## config.mk

```make
export PLATFORM = sky130hd
export DESIGN_NAME = birp_top
export DESIGN_NICKNAME = d
export VERILOG_FILES = /design/src/birp_pkg.sv /design/src/birp_top.sv
export SDC_FILE = /design/constraint.sdc
export NUM_CORES = 1
export LEC_CHECK = 0
export BUFFER_PORTS_ARGS = -buffer_cell sky130_fd_sc_hd__buf_2
export CORE_MARGIN = 5
export CORE_UTILIZATION = 36
export CTS_CLUSTER_DIAMETER = 100
export DETAILED_ROUTE_END_ITERATION = 6
export PLACE_DENSITY = 0.54
export SLEW_MARGIN = 25
export SYNTH_ARGS = -nofsm -noshare
export SYNTH_HDL_FRONTEND = slang
export SYNTH_SLANG_ARGS = --single-unit
```

## constraint.sdc

```tcl
create_clock -name I_CLK -period 3.64 [get_ports I_CLK]
set_input_delay 0.728 -clock I_CLK [delete_from_list [all_inputs] [get_ports I_CLK]]
set_output_delay 0.728 -clock I_CLK [all_outputs]
set_load 0.05 [all_outputs]
```

## src/birp_pkg.sv

```systemverilog
/*
 * birp_pkg: shared types and constants for the board interrupt routing and
 * priority block. Assumes one 100 MHz clock and synchronous pin sampling.
 */
package birp_pkg;

  // pin positions within a slot's four-bit group
  localparam int PIN_A = 0;
  localparam int PIN_B = 1;
  localparam int PIN_C = 2;
  localparam int PIN_D = 3;

  localparam int NUM_IRQ   = 16;
  localparam int NUM_LINES = 4;
  localparam int NUM_PRIO  = 15;

  typedef logic [3:0] birp_irq_t;
  typedef logic [NUM_LINES-1:0][3:0] birp_steer_t;

  // shared pci line to irq steering after reset: lines 0,1 -> 9, lines 2,3 -> 11
  localparam birp_steer_t STEER_RST = {4'hB, 4'hB, 4'h9, 4'h9};

  // fixed irq numbers of the onboard legacy sources
  localparam birp_irq_t IRQ_TIMER   = 4'h0;
  localparam birp_irq_t IRQ_KBD     = 4'h1;
  localparam birp_irq_t IRQ_CASCADE = 4'h2;
  localparam birp_irq_t IRQ_COM2    = 4'h3;
  localparam birp_irq_t IRQ_COM1    = 4'h4;
  localparam birp_irq_t IRQ_FDC     = 4'h6;
  localparam birp_irq_t IRQ_LPT     = 4'h7;
  localparam birp_irq_t IRQ_RTC     = 4'h8;
  localparam birp_irq_t IRQ_AUDIO   = 4'hA;
  localparam birp_irq_t IRQ_MOUSE   = 4'hC;
  localparam birp_irq_t IRQ_FREE    = 4'hD;
  localparam birp_irq_t IRQ_IDE     = 4'hE;

  // highest priority first; irq2 stands for the whole 8..15 group
  localparam birp_irq_t [0:NUM_PRIO-1] PRIO_ORDER = {
    4'h0, 4'h1, 4'h8, 4'h9, 4'hA, 4'hB, 4'hC, 4'hD,
    4'hE, 4'hF, 4'h3, 4'h4, 4'h5, 4'h6, 4'h7};

  // external interrupt pins, as seen on the board
  typedef struct packed {
    logic [3:0]  slot3_n;
    logic [3:0]  slot2_n;
    logic [3:0]  slot1_n;
    logic        net_n;
    logic        stor_n;
    logic        gfx_n;
    logic        rtc_n;
    logic        abort_n;
    logic        kbd;
    logic        com1;
    logic        com2;
    logic        fdc;
    logic        lpt;
    logic        audio;
    logic        mouse;
    logic        ide;
    logic [15:0] isa;
  } birp_src_s;

  localparam birp_src_s SRC_IDLE = '{slot3_n: 4'hF, slot2_n: 4'hF,
    slot1_n: 4'hF, net_n: 1'b1, stor_n: 1'b1, gfx_n: 1'b1, rtc_n: 1'b1,
    abort_n: 1'b1, default: '0};

endpackage : birp_pkg

```

## src/birp_top.sv

```systemverilog
/*
 * birp_top: board interrupt routing and priority logic. Combines the slot
 * and onboard pci interrupts onto four shared lines, steers them onto irqs,
 * detects legacy edges and reports the highest-priority pending irq.
 * Assumes all pins synchronous to I_CLK; the controller acknowledges the
 * serviced irq with a one-cycle I_ACK.
 */
`timescale 1ns/1ns
module birp_top (
  // clock and reset
  input  wire logic                I_CLK,
  input  wire logic                I_RESET_N,
  // interrupt sources
  input  wire birp_pkg::birp_src_s I_SRC,
  input  wire logic                I_TIMER0,
  // steering load
  input  wire logic                I_STEER_WE,
  input  wire birp_pkg::birp_steer_t I_STEER_MAP,
  // acknowledge from the controller
  input  wire logic                I_ACK,
  input  wire birp_pkg::birp_irq_t I_ACK_IRQ,
  // to the controller
  output logic [15:0]              O_IRQ_REQ,
  output logic [15:0]              O_IRQ_EDGE,
  output logic [15:0]              O_LEVEL_MODE,
  output logic [15:0]              O_PENDING,
  output logic                     O_CASCADE,
  output logic                     O_ACT_VALID,
  output birp_pkg::birp_irq_t      O_ACT_IRQ
);

  typedef struct packed {
    birp_pkg::birp_src_s   sync1;
    birp_pkg::birp_src_s   sync2;
    birp_pkg::birp_steer_t steer;
    logic [15:0]           prev;
    logic [15:0]           edge_pend;
    logic [15:0]           irq_req;
    logic [15:0]           irq_edge;
    logic [15:0]           level_mode;
    logic [15:0]           pending;
    logic                  cascade;
    logic                  act_valid;
    birp_pkg::birp_irq_t   act_irq;
  } birp_state_s;

  localparam birp_state_s STATE_RST = '{
    sync1: birp_pkg::SRC_IDLE, sync2: birp_pkg::SRC_IDLE,
    steer: birp_pkg::STEER_RST, act_irq: 4'h0, default: '0};

  birp_state_s q;
  birp_state_s d;
  logic [3:0]  line_n;
  logic [15:0] pci_irq;
  logic [15:0] lvl_map;
  logic [15:0] raw;
  logic [15:0] req;
  logic [15:0] rise;
  logic [15:0] eff;

  ////////////////////////////////////////////////////////////////////////////
  always_comb begin
    d = q;
    // only the second stage ever reads the first
    d.sync1 = I_SRC;
    d.sync2 = q.sync1;
    if (I_STEER_WE) begin
      d.steer = I_STEER_MAP;
    end

    // wired-and of open-drain pins; several card pins share each of lines 0 to 2, line 3 takes gfx only
    line_n[0] = q.sync2.net_n & q.sync2.slot1_n[birp_pkg::PIN_A]
              & q.sync2.slot2_n[birp_pkg::PIN_D]
              & q.sync2.slot3_n[birp_pkg::PIN_C];
    line_n[1] = q.sync2.slot1_n[birp_pkg::PIN_B]
              & q.sync2.slot2_n[birp_pkg::PIN_A]
              & q.sync2.slot3_n[birp_pkg::PIN_D];
    line_n[2] = q.sync2.stor_n
              & q.sync2.slot1_n[birp_pkg::PIN_C]
              & q.sync2.slot1_n[birp_pkg::PIN_D]
              & q.sync2.slot2_n[birp_pkg::PIN_B]
              & q.sync2.slot2_n[birp_pkg::PIN_C]
              & q.sync2.slot3_n[birp_pkg::PIN_A]
              & q.sync2.slot3_n[birp_pkg::PIN_B];
    line_n[3] = q.sync2.gfx_n;

    // several lines may share one irq
    pci_irq = '0;
    lvl_map = '0;
    for (int k = 0; k < birp_pkg::NUM_LINES; k++) begin
      pci_irq[q.steer[k]] = pci_irq[q.steer[k]] | ~line_n[k];
      lvl_map[q.steer[k]] = 1'b1;
    end

    // legacy sources, normalised to active high
    raw = q.sync2.isa;
    raw[birp_pkg::IRQ_CASCADE] = 1'b0;
    raw[birp_pkg::IRQ_TIMER] = I_TIMER0;
    raw[birp_pkg::IRQ_KBD]   = q.sync2.kbd;
    raw[birp_pkg::IRQ_COM2]  = q.sync2.com2 | q.sync2.isa[birp_pkg::IRQ_COM2];
    raw[birp_pkg::IRQ_COM1]  = q.sync2.com1 | q.sync2.isa[birp_pkg::IRQ_COM1];
    raw[birp_pkg::IRQ_FDC]   = q.sync2.fdc | q.sync2.isa[birp_pkg::IRQ_FDC];
    raw[birp_pkg::IRQ_LPT]   = q.sync2.lpt | q.sync2.isa[birp_pkg::IRQ_LPT];
    // falling edge on either pin while the other is high is a rising edge after inversion
    raw[birp_pkg::IRQ_RTC]   = ~(q.sync2.rtc_n & q.sync2.abort_n);
    raw[birp_pkg::IRQ_AUDIO] = q.sync2.audio | q.sync2.isa[birp_pkg::IRQ_AUDIO];
    raw[birp_pkg::IRQ_MOUSE] = q.sync2.mouse | q.sync2.isa[birp_pkg::IRQ_MOUSE];
    raw[birp_pkg::IRQ_IDE]   = q.sync2.ide | q.sync2.isa[birp_pkg::IRQ_IDE];
    raw[birp_pkg::IRQ_FREE]  = q.sync2.isa[birp_pkg::IRQ_FREE];

    // legacy and pci never share an irq if firmware behaves; or-ing is safe
    req  = raw | pci_irq;
    rise = req & ~q.prev & ~lvl_map;
    d.prev = req;

    // set wins over acknowledge in the same cycle
    d.edge_pend = q.edge_pend;
    if (I_ACK) begin
      d.edge_pend[I_ACK_IRQ] = 1'b0;
    end
    d.edge_pend = (d.edge_pend | rise) & ~lvl_map;

    // level irqs are pending exactly while the line is held
    eff = (q.edge_pend & ~q.level_mode) | (q.irq_req & q.level_mode);
    eff[birp_pkg::IRQ_CASCADE] = |eff[15:8];

    d.act_valid = 1'b0;
    d.act_irq   = 4'h0;
    for (int i = birp_pkg::NUM_PRIO - 1; i >= 0; i--) begin
      if (eff[birp_pkg::PRIO_ORDER[i]]) begin
        d.act_valid = 1'b1;
        d.act_irq   = birp_pkg::PRIO_ORDER[i];
      end
    end

    d.irq_req    = req;
    d.irq_edge   = rise;
    d.level_mode = lvl_map;
    d.pending    = eff;
    d.cascade    = eff[birp_pkg::IRQ_CASCADE];
  end

  ////////////////////////////////////////////////////////////////////////////
  always_ff @(posedge I_CLK or negedge I_RESET_N) begin
    if (!I_RESET_N) begin
      q <= STATE_RST;
    end else begin
      q <= d;
    end
  end

  assign O_IRQ_REQ    = q.irq_req;
  assign O_IRQ_EDGE   = q.irq_edge;
  assign O_LEVEL_MODE = q.level_mode;
  assign O_PENDING    = q.pending;
  assign O_CASCADE    = q.cascade;
  assign O_ACT_VALID  = q.act_valid;
  assign O_ACT_IRQ    = q.act_irq;

  // rank is priority minus one; irq2 never ranks, it only stands for 8..15
  function automatic logic [3:0] prio_rank(input logic [3:0] irq);
    logic [3:0] r;
    r = 4'hF;
    case (irq)
      4'h0: r = 4'h0;
      4'h1: r = 4'h1;
      4'h8, 4'h9, 4'hA, 4'hB, 4'hC, 4'hD, 4'hE, 4'hF: r = irq - 4'h6;
      4'h3, 4'h4, 4'h5, 4'h6, 4'h7: r = irq + 4'h7;
      default: r = 4'hF;
    endcase
    return r;
  endfunction : prio_rank

  logic [3:0] best_rank;

  // checker only; lowest rank among the reported pending irqs
  always_comb begin
    best_rank = 4'hF;
    for (int j = 0; j < birp_pkg::NUM_IRQ; j++) begin
      if (O_PENDING[j] && (j != 2) && (prio_rank(4'(j)) < best_rank)) begin
        best_rank = prio_rank(4'(j));
      end
    end
  end
endmodule : birp_top

```

==> results of run 1 <==
==> path summary, 6_finish.rpt <==
kind	from	endpoint	slack, ps
worst min-delay path	d[125]	q[125]	350
max in group asynchronous	I_RESET_N	q[110]	2440
worst min register to register	d[125]	q[125]	350
min in group asynchronous	I_RESET_N	d[138]	360
worst max register to register	q[109]	O_IRQ_REQ[0]	110
worst max-delay path	q[109]	O_IRQ_REQ[0]	110
==> power groups by stage <==
stage | sequential (mW) | combinational (mW) | clock (mW)
2_1_floorplan | 2.32 | 1.37 | 0
3_3_place_gp | 2.40 | 1.61 | 0
3_5_place_dp | 2.41 | 1.61 | 0
4_1_cts | 2.37 | 1.62 | 1.81
5_1_grt | 2.41 | 1.73 | 1.88
6_report | 2.37 | 1.61 | 1.74
==> final cells by class <==
| cell class | instances | area [um2] |
|---|---|---|
| Fill cell | 2254 | 13000 |
| Inverter | 11 | 41.3 |
| Clock buffer | 20 | 468 |
| Clock inverter | 12 | 97.6 |
| Sequential cell | 174 | 4420 |
| Tap cell | 285 | 357 |
| Multi-Input combinational cell | 478 | 3080 |
| Timing Repair Buffer | 186 | 1090 |
==> flip-flops by register name, summed over array words and instances, names as in the netlist <==
name / count
O_ACT_IRQ: 4
O_ACT_VALID: 1
O_IRQ_EDGE: 16
O_IRQ_REQ: 16
O_LEVEL_MODE: 16
O_PENDING: 16
d: 37
line_n: 1
q: 67
==> cell usage after synthesis (all sizes together) (6+ instances only) <==
| cell type | n |
|---|---|
| inv | 11 |
| nor3 | 28 |
| buf | 84 |
| nand2b | 13 |
| nor2 | 59 |
| a21oi | 20 |
| clkbuf | 18 |
| o21bai | 7 |
| and2 | 13 |
| nor2b | 13 |
| o211ai | 6 |
| a31oi | 19 |
| mux2 | 27 |
| o21ai | 30 |
| or2 | 10 |
| o21a | 7 |
| dfrtp | 130 |
| nand3 | 30 |
| dfstp | 44 |
| nand2 | 57 |
| a211oi | 14 |
| or3 | 9 |
| nand4 | 8 |
| o22ai | 12 |
==> per-stage QoR <==
| step | hold WS (ps) | TNS, ps |
|---|---|---|
| final | 347 | 0 |
| after floorplan | 331 | 0 |
| after CTS | 347 | 0 |
| after global placement | 334 | 0 |
| after detailed placement | 335 | 0 |
| after global routing | 351 | -27.2 |
==> cells by family (layout without fill, tap and decap cells) <==
logic type / after synthesis / after routing / share of synthesized area
buffers and inverters: 113 / 229 / 0.0883
multiplexers: 34 / 34 / 0.0486
AND/OR/NAND/NOR: 273 / 273 / 0.179
flip-flops: 174 / 174 / 0.537
AO/OA/AOI/OAI: 164 / 164 / 0.140
XOR/XNOR: 6 / 6 / 0.00641
other: 1 / 1 / 0.000457
==> metal layers <==
metal / GRT usage / wire length [um] / vias up
met5: 0 / 0 / -
met4: 0.0589 / 513 / 0
met3: 0.0364 / 1680 / 37
met2: 0.287 / 10700 / 242
met1: 0.254 / 10500 / 3028
li1: - / - / 2896
==> reports/summary.txt, run 1 <==
outcome - complete, no violations
Tot GR Track Use - 0.182
worst setup path category - flip-flop to flip-flop
full die area - 0.0259 mm2
Final Core Density - 0.423
maximum clock rate - 284 MHz
post-layout minimum cycle time - 3530 ps
power per unit of standard cell area - 600 mW/mm2
most used cell, CP - nor4b_4
residual antenna-violating net count after detailed routing - 0
Congestion Overflow GR - 0
pre-CTS setup slack - 164 ps
insertion delay to the later sink of the worst-skew pair - 430 ps
layout cells sized above 1 - 0.362
Core Box Area - 0.0226 mm2
Final Slew Violations - 0
Port Buffers - 131
required time of the critical path - 3940 ps
number of optimization iterations in the first detailed-route pass - 5
buffers plus inverters on the worst setup path - 0
setup repair after global routing missed its margin - true
least setup slack across all paths after layout - 113 ps
layout-stage area growth over the synthesis result - 16.4%
number of ports placed on the die boundary - 136
leading cell type in the layout, fill and taps excluded - buf_2
arrival time worst endpoint - 3830 ps
Post-Syn Instances - 765
count of state elements after synthesis - 174
pin count of the biggest net entering global routing - 92
number of global-route vias before repair - 6,214
fraction of post-synthesis cell area in the top cell type by area - 0.397
clk sinks - 174
number of antenna cells inserted - 0
post-route non-filler standard cell count - 1,166
sum of internal, switching and leakage power - 5.73 mW
number of buffers added by the clock tree synthesis step - 17
Logic pwr share - 0.281
sequential share of power - 0.415
post-synthesis instance area - 0.00820 mm2
cells along the critical path - nor4b_4 > a2bb2oi_1 > nor3_1 > a221o_1 > nor4b_4 > o2111ai_1 > or2_0 > or3_4 > o31a_1
starting density of the core - 0.363
dpl hpwl - 18,100 um
net switching share of the total power - 0.362
number of enable-type register cells in the synthesized netlist - 0
# nets final - 934
highest-count cells in the layout ignoring fill and taps - buf_2, dfrtp_1, nor2_1
TritonCTS clock tree - yes
count of instances resized after the clock tree is built - 0
cell area after layout - 0.00955 mm2
leading post-synthesis cells by cell area - dfrtp_1, dfstp_2, buf_4, mux2_2, nor2_1
clock skew after layout - 11.0 ps
worst hold-check path type - flip-flop to flip-flop
final routed DRC violation total - 0
final number of hold-violating endpoints - 0
final-report setup violation count - 0
deepest level of the CTS H-tree - 4
global-route wire length before repair - 36,300 um
routed wire length - 23,300 um
fraction of registers with async set/reset - 1.00
Largest stage delay, worst path - 720 ps
last weighted congestion value of the routability-driven placer - 0.929
primary flip-flop cell chosen by synthesis mapping - dfrtp_1
crit path max fanout - 17
Rows - 55
clock-pin slew of the registers on the worst-case setup and hold paths - 70 ps
NetSw - 2.07 mW
Worst R2R Path Depth - 9
crit path capture type - flip-flop
critical path launch point type - flip-flop
number of buffers on the longest clock path - 2
Worst path top cell family by delay - simple AND/OR/NAND/NOR gates
Yosys Warn Count - 0
total internal power - 3.65 mW
Via-to-Cell Ratio - 5.32
Max IR drop VDD - 0.248 mV
Post-Syn Nets - 831
die height - 161 um
standard cell area after detailed placement - 0.00896 mm2
Mean Syn Cell Area - 10.7 um2
initial antenna violation count - 0
sequential cell area fraction in the yosys report - 0.537
x dimension of the die - 161 um
vias - 6,203
initial drt markers - 729
slew at the pin closest to its max-slew limit - 817 ps
number of distinct library cells after synthesis - 78
detail-routed net length per standard cell - 20.0 um
max_slew headroom - 0.453
logic depth of the worst path, buffers included - 9
quantity of hold-fixing buffers added after cts - 0
clock network power share - 0.305
Final period util - 0.969
Hold Path Stages - 0
cell taking the most area after synthesis - dfrtp_1
placed cell count - 1,134
Max Cap Viol - 0
static leakage power - 4.18 nW
slowest stage cell on the critical path - dfstp_4
clock root buffer - clkbuf_16
setup repair bufs after CTS - 0
Note: power is estimated with default switching activity, not from simulation.
==> inputs of run 2 (changes only) <==
- CORE_UTILIZATION: 36 -> 61
- PLACE_DENSITY: 0.54 -> 0.84
- TNS_END_PERCENT: unset -> 50
- clock period: 3.64 -> 4.35 ns (I/O delays scaled with it)
==> run 2 against run 1 <==
  * Sequential cell count is the same
  * Worst setup slack improved by 240 ps
  * Global-route usage up 12 points
  * Clock skew is 0.62 ps lower
  * Count of clock-buffer cells in the layout did not move
  * Sequential share of layout area up 1.9 points
  * Fmax down 12%
  * Clock power is 17% lower
  * Critical path depth rose by 1
  * First-iteration DRC count increased by 7.3%
==> reports/summary.txt, run 2 (synthesis results as in run 1) <==
full die area - 0.0159 mm2
standard cell area after detailed placement - 0.00859 mm2
initial drt markers - 782
Core Box Area - 0.0132 mm2
maximum clock rate - 250 MHz
post-layout minimum cycle time - 4000 ps
worst setup path category - flip-flop to flip-flop
clk sinks - 174
clock root buffer - clkbuf_16
worst hold-check path type - flip-flop to flip-flop
clock skew after layout - 10.4 ps
Max Cap Viol - 0
Final Slew Violations - 0
final-report setup violation count - 0
layout cells sized above 1 - 0.333
starting density of the core - 0.622
crit path capture type - flip-flop
# nets final - 902
required time of the critical path - 4640 ps
power per unit of standard cell area - 523 mW/mm2
number of ports placed on the die boundary - 136
routed wire length - 23,900 um
x dimension of the die - 126 um
number of optimization iterations in the first detailed-route pass - 6
hold slack final - 347 ps
dpl hpwl - 17,700 um
initial antenna violation count - 0
slew at the pin closest to its max-slew limit - 867 ps
Max IR drop VDD - 0.316 mV
number of buffers added by the clock tree synthesis step - 17
final routed DRC violation total - 0
total negative slack - 0 ps
Congestion Overflow GR - 0
die height - 126 um
Final Core Density - 0.694
pin count of the biggest net entering global routing - 100
number of global-route vias before repair - 6,541
static leakage power - 4.01 nW
arrival time worst endpoint - 4290 ps
cell area after layout - 0.00916 mm2
number of antenna cells inserted - 0
vias - 6,458
sum of internal, switching and leakage power - 4.79 mW
pre-CTS setup slack - 517 ps
number of buffers on the longest clock path - 2
Rows - 42
detail-routed net length per standard cell - 23.3 um
insertion delay to the later sink of the worst-skew pair - 430 ps
reg-to-reg setup timing slack - 350 ps
last weighted congestion value of the routability-driven placer - 0.962
highest-count cells in the layout ignoring fill and taps - dfrtp_1, buf_2, nor2_1
Final period util - 0.918
quantity of hold-fixing buffers added after cts - 0
final number of hold-violating endpoints - 0
flip-flop count of the largest register after layout - 67
Port Buffers - 131
setup repair after global routing missed its margin - false
outcome - complete, no violations
TritonCTS clock tree - yes
max_slew headroom - 0.420
Via-to-Cell Ratio - 6.31
residual antenna-violating net count after detailed routing - 0
critical path launch point type - flip-flop
filler cell count - 960
post-route non-filler standard cell count - 1,024
global-route wire length before repair - 37,400 um
deepest level of the CTS H-tree - 4
Reg with most FFs - q
Tot GR Track Use - 0.305
layout-stage area growth over the synthesis result - 11.6%
placed cell count - 993
count of instances resized after the clock tree is built - 0
clock-pin slew of the registers on the worst-case setup and hold paths - 60 ps
least setup slack across all paths after layout - 355 ps
setup repair bufs after CTS - 0
crit path max fanout - 20
run 2: cell count changes in the layout (fill, tap and decap cells not counted), sizes merged:
cell and change:
clkinv +2, clkinvlp +1, buf -32, inv -5
bufinv +1
run 2: final cells by class:
class / instances / area [um2] / area share
Clock inverter: 11 / 110 / 0.0120
Timing Repair Buffer: 154 / 847 / 0.0925
Inverter: 11 / 41.3 / 0.00451
Tap cell: 176 / 220 / 0.0241
Clock buffer: 20 / 457 / 0.0499
Sequential cell: 174 / 4410 / 0.482
Multi-Input combinational cell: 478 / 3070 / 0.335
run 2: critical path: stages (launching register included):
cell and delay [ps]:
dfrtp_1 770, nor4b_2 520, o22ai_1 160, a22oi_1 230, o31ai_2 190, nor4b_4 460, o2111ai_1 200, or2_0 410
a211oi_1 580, buf_4 230, o22ai_1 90
run 2: metal layers:
layer,part of all wire,up-vias,routed length [um],track usage
li1,-,2819,-,-
met1,0.39,3181,9310,0.394
met2,0.48,383,11400,0.496
met3,0.091,75,2170,0.0732
met4,0.040,0,963,0.131
met5,0,-,0,0
run 2: worst paths after layout:
path | startpoint | endpoint | cells past startpoint
worst min-delay path | d[135] | q[135] | 0
worst max-delay path | q[108] | q[75] | 10
max in group asynchronous | I_RESET_N | q[150] | 2
worst min register to register | d[135] | q[135] | 0
worst max register to register | q[108] | q[75] | 10
min in group asynchronous | I_RESET_N | q[104] | 1
run 2: where the power goes:
group	switching, mW	leakage, nW	internal [mW]	total, mW
combinational	0.951	1.72	0.384	1.34
clock	0.625	0.275	0.823	1.45
sequential	0.153	2.02	1.85	2.00
total	1.73	4.01	3.06	4.79
==> inputs of run 3 (changes only) <==
- CORE_UTILIZATION: 61 -> 43
- PLACE_DENSITY: 0.84 -> 0.63
==> run 3 against run 2 <==
  * Sequential power about the same
  * Clock skew barely moved
  * First-iteration DRC count down 41%
  * Non-clock buffer count is 3 higher
  * Cell area up 1.2%
  * Utilization is 20 points lower
  * Worst setup slack better by 270 ps
  * Via count is 6.5% lower
  * Critical path type unchanged
  * Largest power group unchanged
==> reports/summary.txt, run 3 (synthesis results as in run 1) <==
number of buffers added by the clock tree synthesis step - 17
met2 track demand over resource - 0.306
Tot GR Track Use - 0.196
setup repair after global routing missed its margin - false
Via-to-Cell Ratio - 5.56
flip-flop count of the largest register after layout - 67
crit path max fanout - 15
number of antenna cells inserted - 0
starting density of the core - 0.437
buffers plus inverters on the worst setup path - 1
Largest stage delay, worst path - 560 ps
last weighted congestion value of the routability-driven placer - 0.962
post-route non-filler standard cell count - 1,086
number of buffers on the longest clock path - 2
die height - 148 um
sum of internal, switching and leakage power - 4.75 mW
Reg with most FFs - q
# nets final - 905
final routed DRC violation total - 0
Rows - 50
critical path launch point type - flip-flop
required time of the critical path - 4650 ps
TritonCTS clock tree - yes
number of optimization iterations in the first detailed-route pass - 5
slowest stage cell on the critical path - dfrtp_1
crit path capture - O_IRQ_REQ[0]
worst hold-check path type - flip-flop to flip-flop
post-layout minimum cycle time - 3730 ps
final-report setup violation count - 0
max_slew headroom - 0.469
outcome - complete, no violations
Congestion Overflow GR - 0
Max Cap Viol - 0
highest-count cells in the layout ignoring fill and taps - dfrtp_1, buf_2, nor2_1
deepest level of the CTS H-tree - 4
number of ports placed on the die boundary - 136
number of global-route vias before repair - 5,986
power per unit of standard cell area - 513 mW/mm2
pin count of the biggest net entering global routing - 89
global routing's busiest layer - met2
initial antenna violation count - 0
reg-to-reg setup timing slack - 620 ps
Worst R2R Path Depth - 10
reg-to-reg critical path startpoint - q[107]
x dimension of the die - 148 um
crit path capture type - flip-flop
clock skew after layout - 10.8 ps
dpl hpwl - 16,100 um
routed wire length - 21,100 um
slew at the pin closest to its max-slew limit - 789 ps
clock-pin slew of the registers on the worst-case setup and hold paths - 70 ps
layout-stage area growth over the synthesis result - 12.9%
count of instances resized after the clock tree is built - 0
arrival time worst endpoint - 4030 ps
total negative slack - 0 ps
initial drt markers - 458
detail-routed net length per standard cell - 19.4 um
Worst path top cell family by delay - simple AND/OR/NAND/NOR gates
setup repair bufs after CTS - 0
layout cells sized above 1 - 0.337
met1 Track Usage GR - 0.271
clock root buffer - clkbuf_16
cells along the critical path - buf_4 > nor4b_2 > o22ai_1 > a22oi_1 > o31ai_2 > nor4b_4 > o2111ai_1 > or2_0 > or3_4 > o31a_1
quantity of hold-fixing buffers added after cts - 0
Final period util - 0.857
full die area - 0.0219 mm2
placed cell count - 1,054
logic depth of the worst path, buffers included - 10
Max IR drop VDD - 0.277 mV
Reg-to-Reg End - O_IRQ_REQ[0]
Port Buffers - 131
clk sinks - 174
Core Box Area - 0.0188 mm2
static leakage power - 4.05 nW
vias - 6,036
maximum clock rate - 268 MHz
Final Slew Violations - 0
met3 track demand over resource - 0.0439
global-route wire length before repair - 33,400 um
insertion delay to the later sink of the worst-skew pair - 430 ps
worst setup path category - flip-flop to flip-flop
final number of hold-violating endpoints - 0
launch point of the worst path - q[107]
residual antenna-violating net count after detailed routing - 0
[run 3: cell types whose count changed in the layout (fill, tap and decap cells not counted), sizes merged]
| cell | previous run | this run |
|---|---|---|
| buf | 154 | 157 |
| clkinv | 5 | 4 |
| clkinvlp | 2 | 1 |
| inv | 14 | 17 |
[run 3: power by group]
part | internal (mW) | switching (mW)
sequential | 1.85 | 0.144
clock | 0.855 | 0.622
combinational | 0.386 | 0.898
[run 3: area by class of cell]
class | count | area (um2)
fillers | 1719 | 9500
clock inverters | 12 | 104
well taps | 234 | 293
clock buffers | 20 | 478
inverters | 11 | 41.3
repair buffers | 157 | 870
multi-input cells | 478 | 3070
flip-flops and latches | 174 | 4410
[run 3: stage by stage]
step / util / setup slack [ps] / area [um2] / hold slack (ps)
4_1_cts: 0.494 / 694 / 9270 / 350
5_1_grt: 0.494 / 452 / 9270 / 351
3_3_place_gp: 0.463 / 729 / 8680 / 333
3_5_place_dp: 0.463 / 708 / 8680 / 335
6_report: 0.494 / 622 / 9270 / 347
2_1_floorplan: - / 1180 / 8200 / 331
[run 3: worst min-delay path by stage]
stage | end | start | depth (start not counted) | slack, ps
global placement | q[125] | d[125] | 0 | 330
detailed placement | q[132] | d[132] | 0 | 330
global route | q[138] | d[138] | 0 | 350
CTS | q[132] | d[132] | 0 | 350
finish | q[132] | d[132] | 0 | 350
floorplan | q[121] | d[121] | 0 | 330
[run 3: routing by layer]
metal  vias up  share of wire
li1       2831              -
met3        43          0.076
met2       242           0.46
met5         -              0
met4         0          0.026
met1      2920           0.44
[run 3: worst register-to-register path, delay by kind of cell, from the launching register on]
kind / cells / cell delay [ps]
compound gates: 5 / 1090
buf+inv: 1 / 260
flops: 1 / 560
simple gates: 4 / 1700
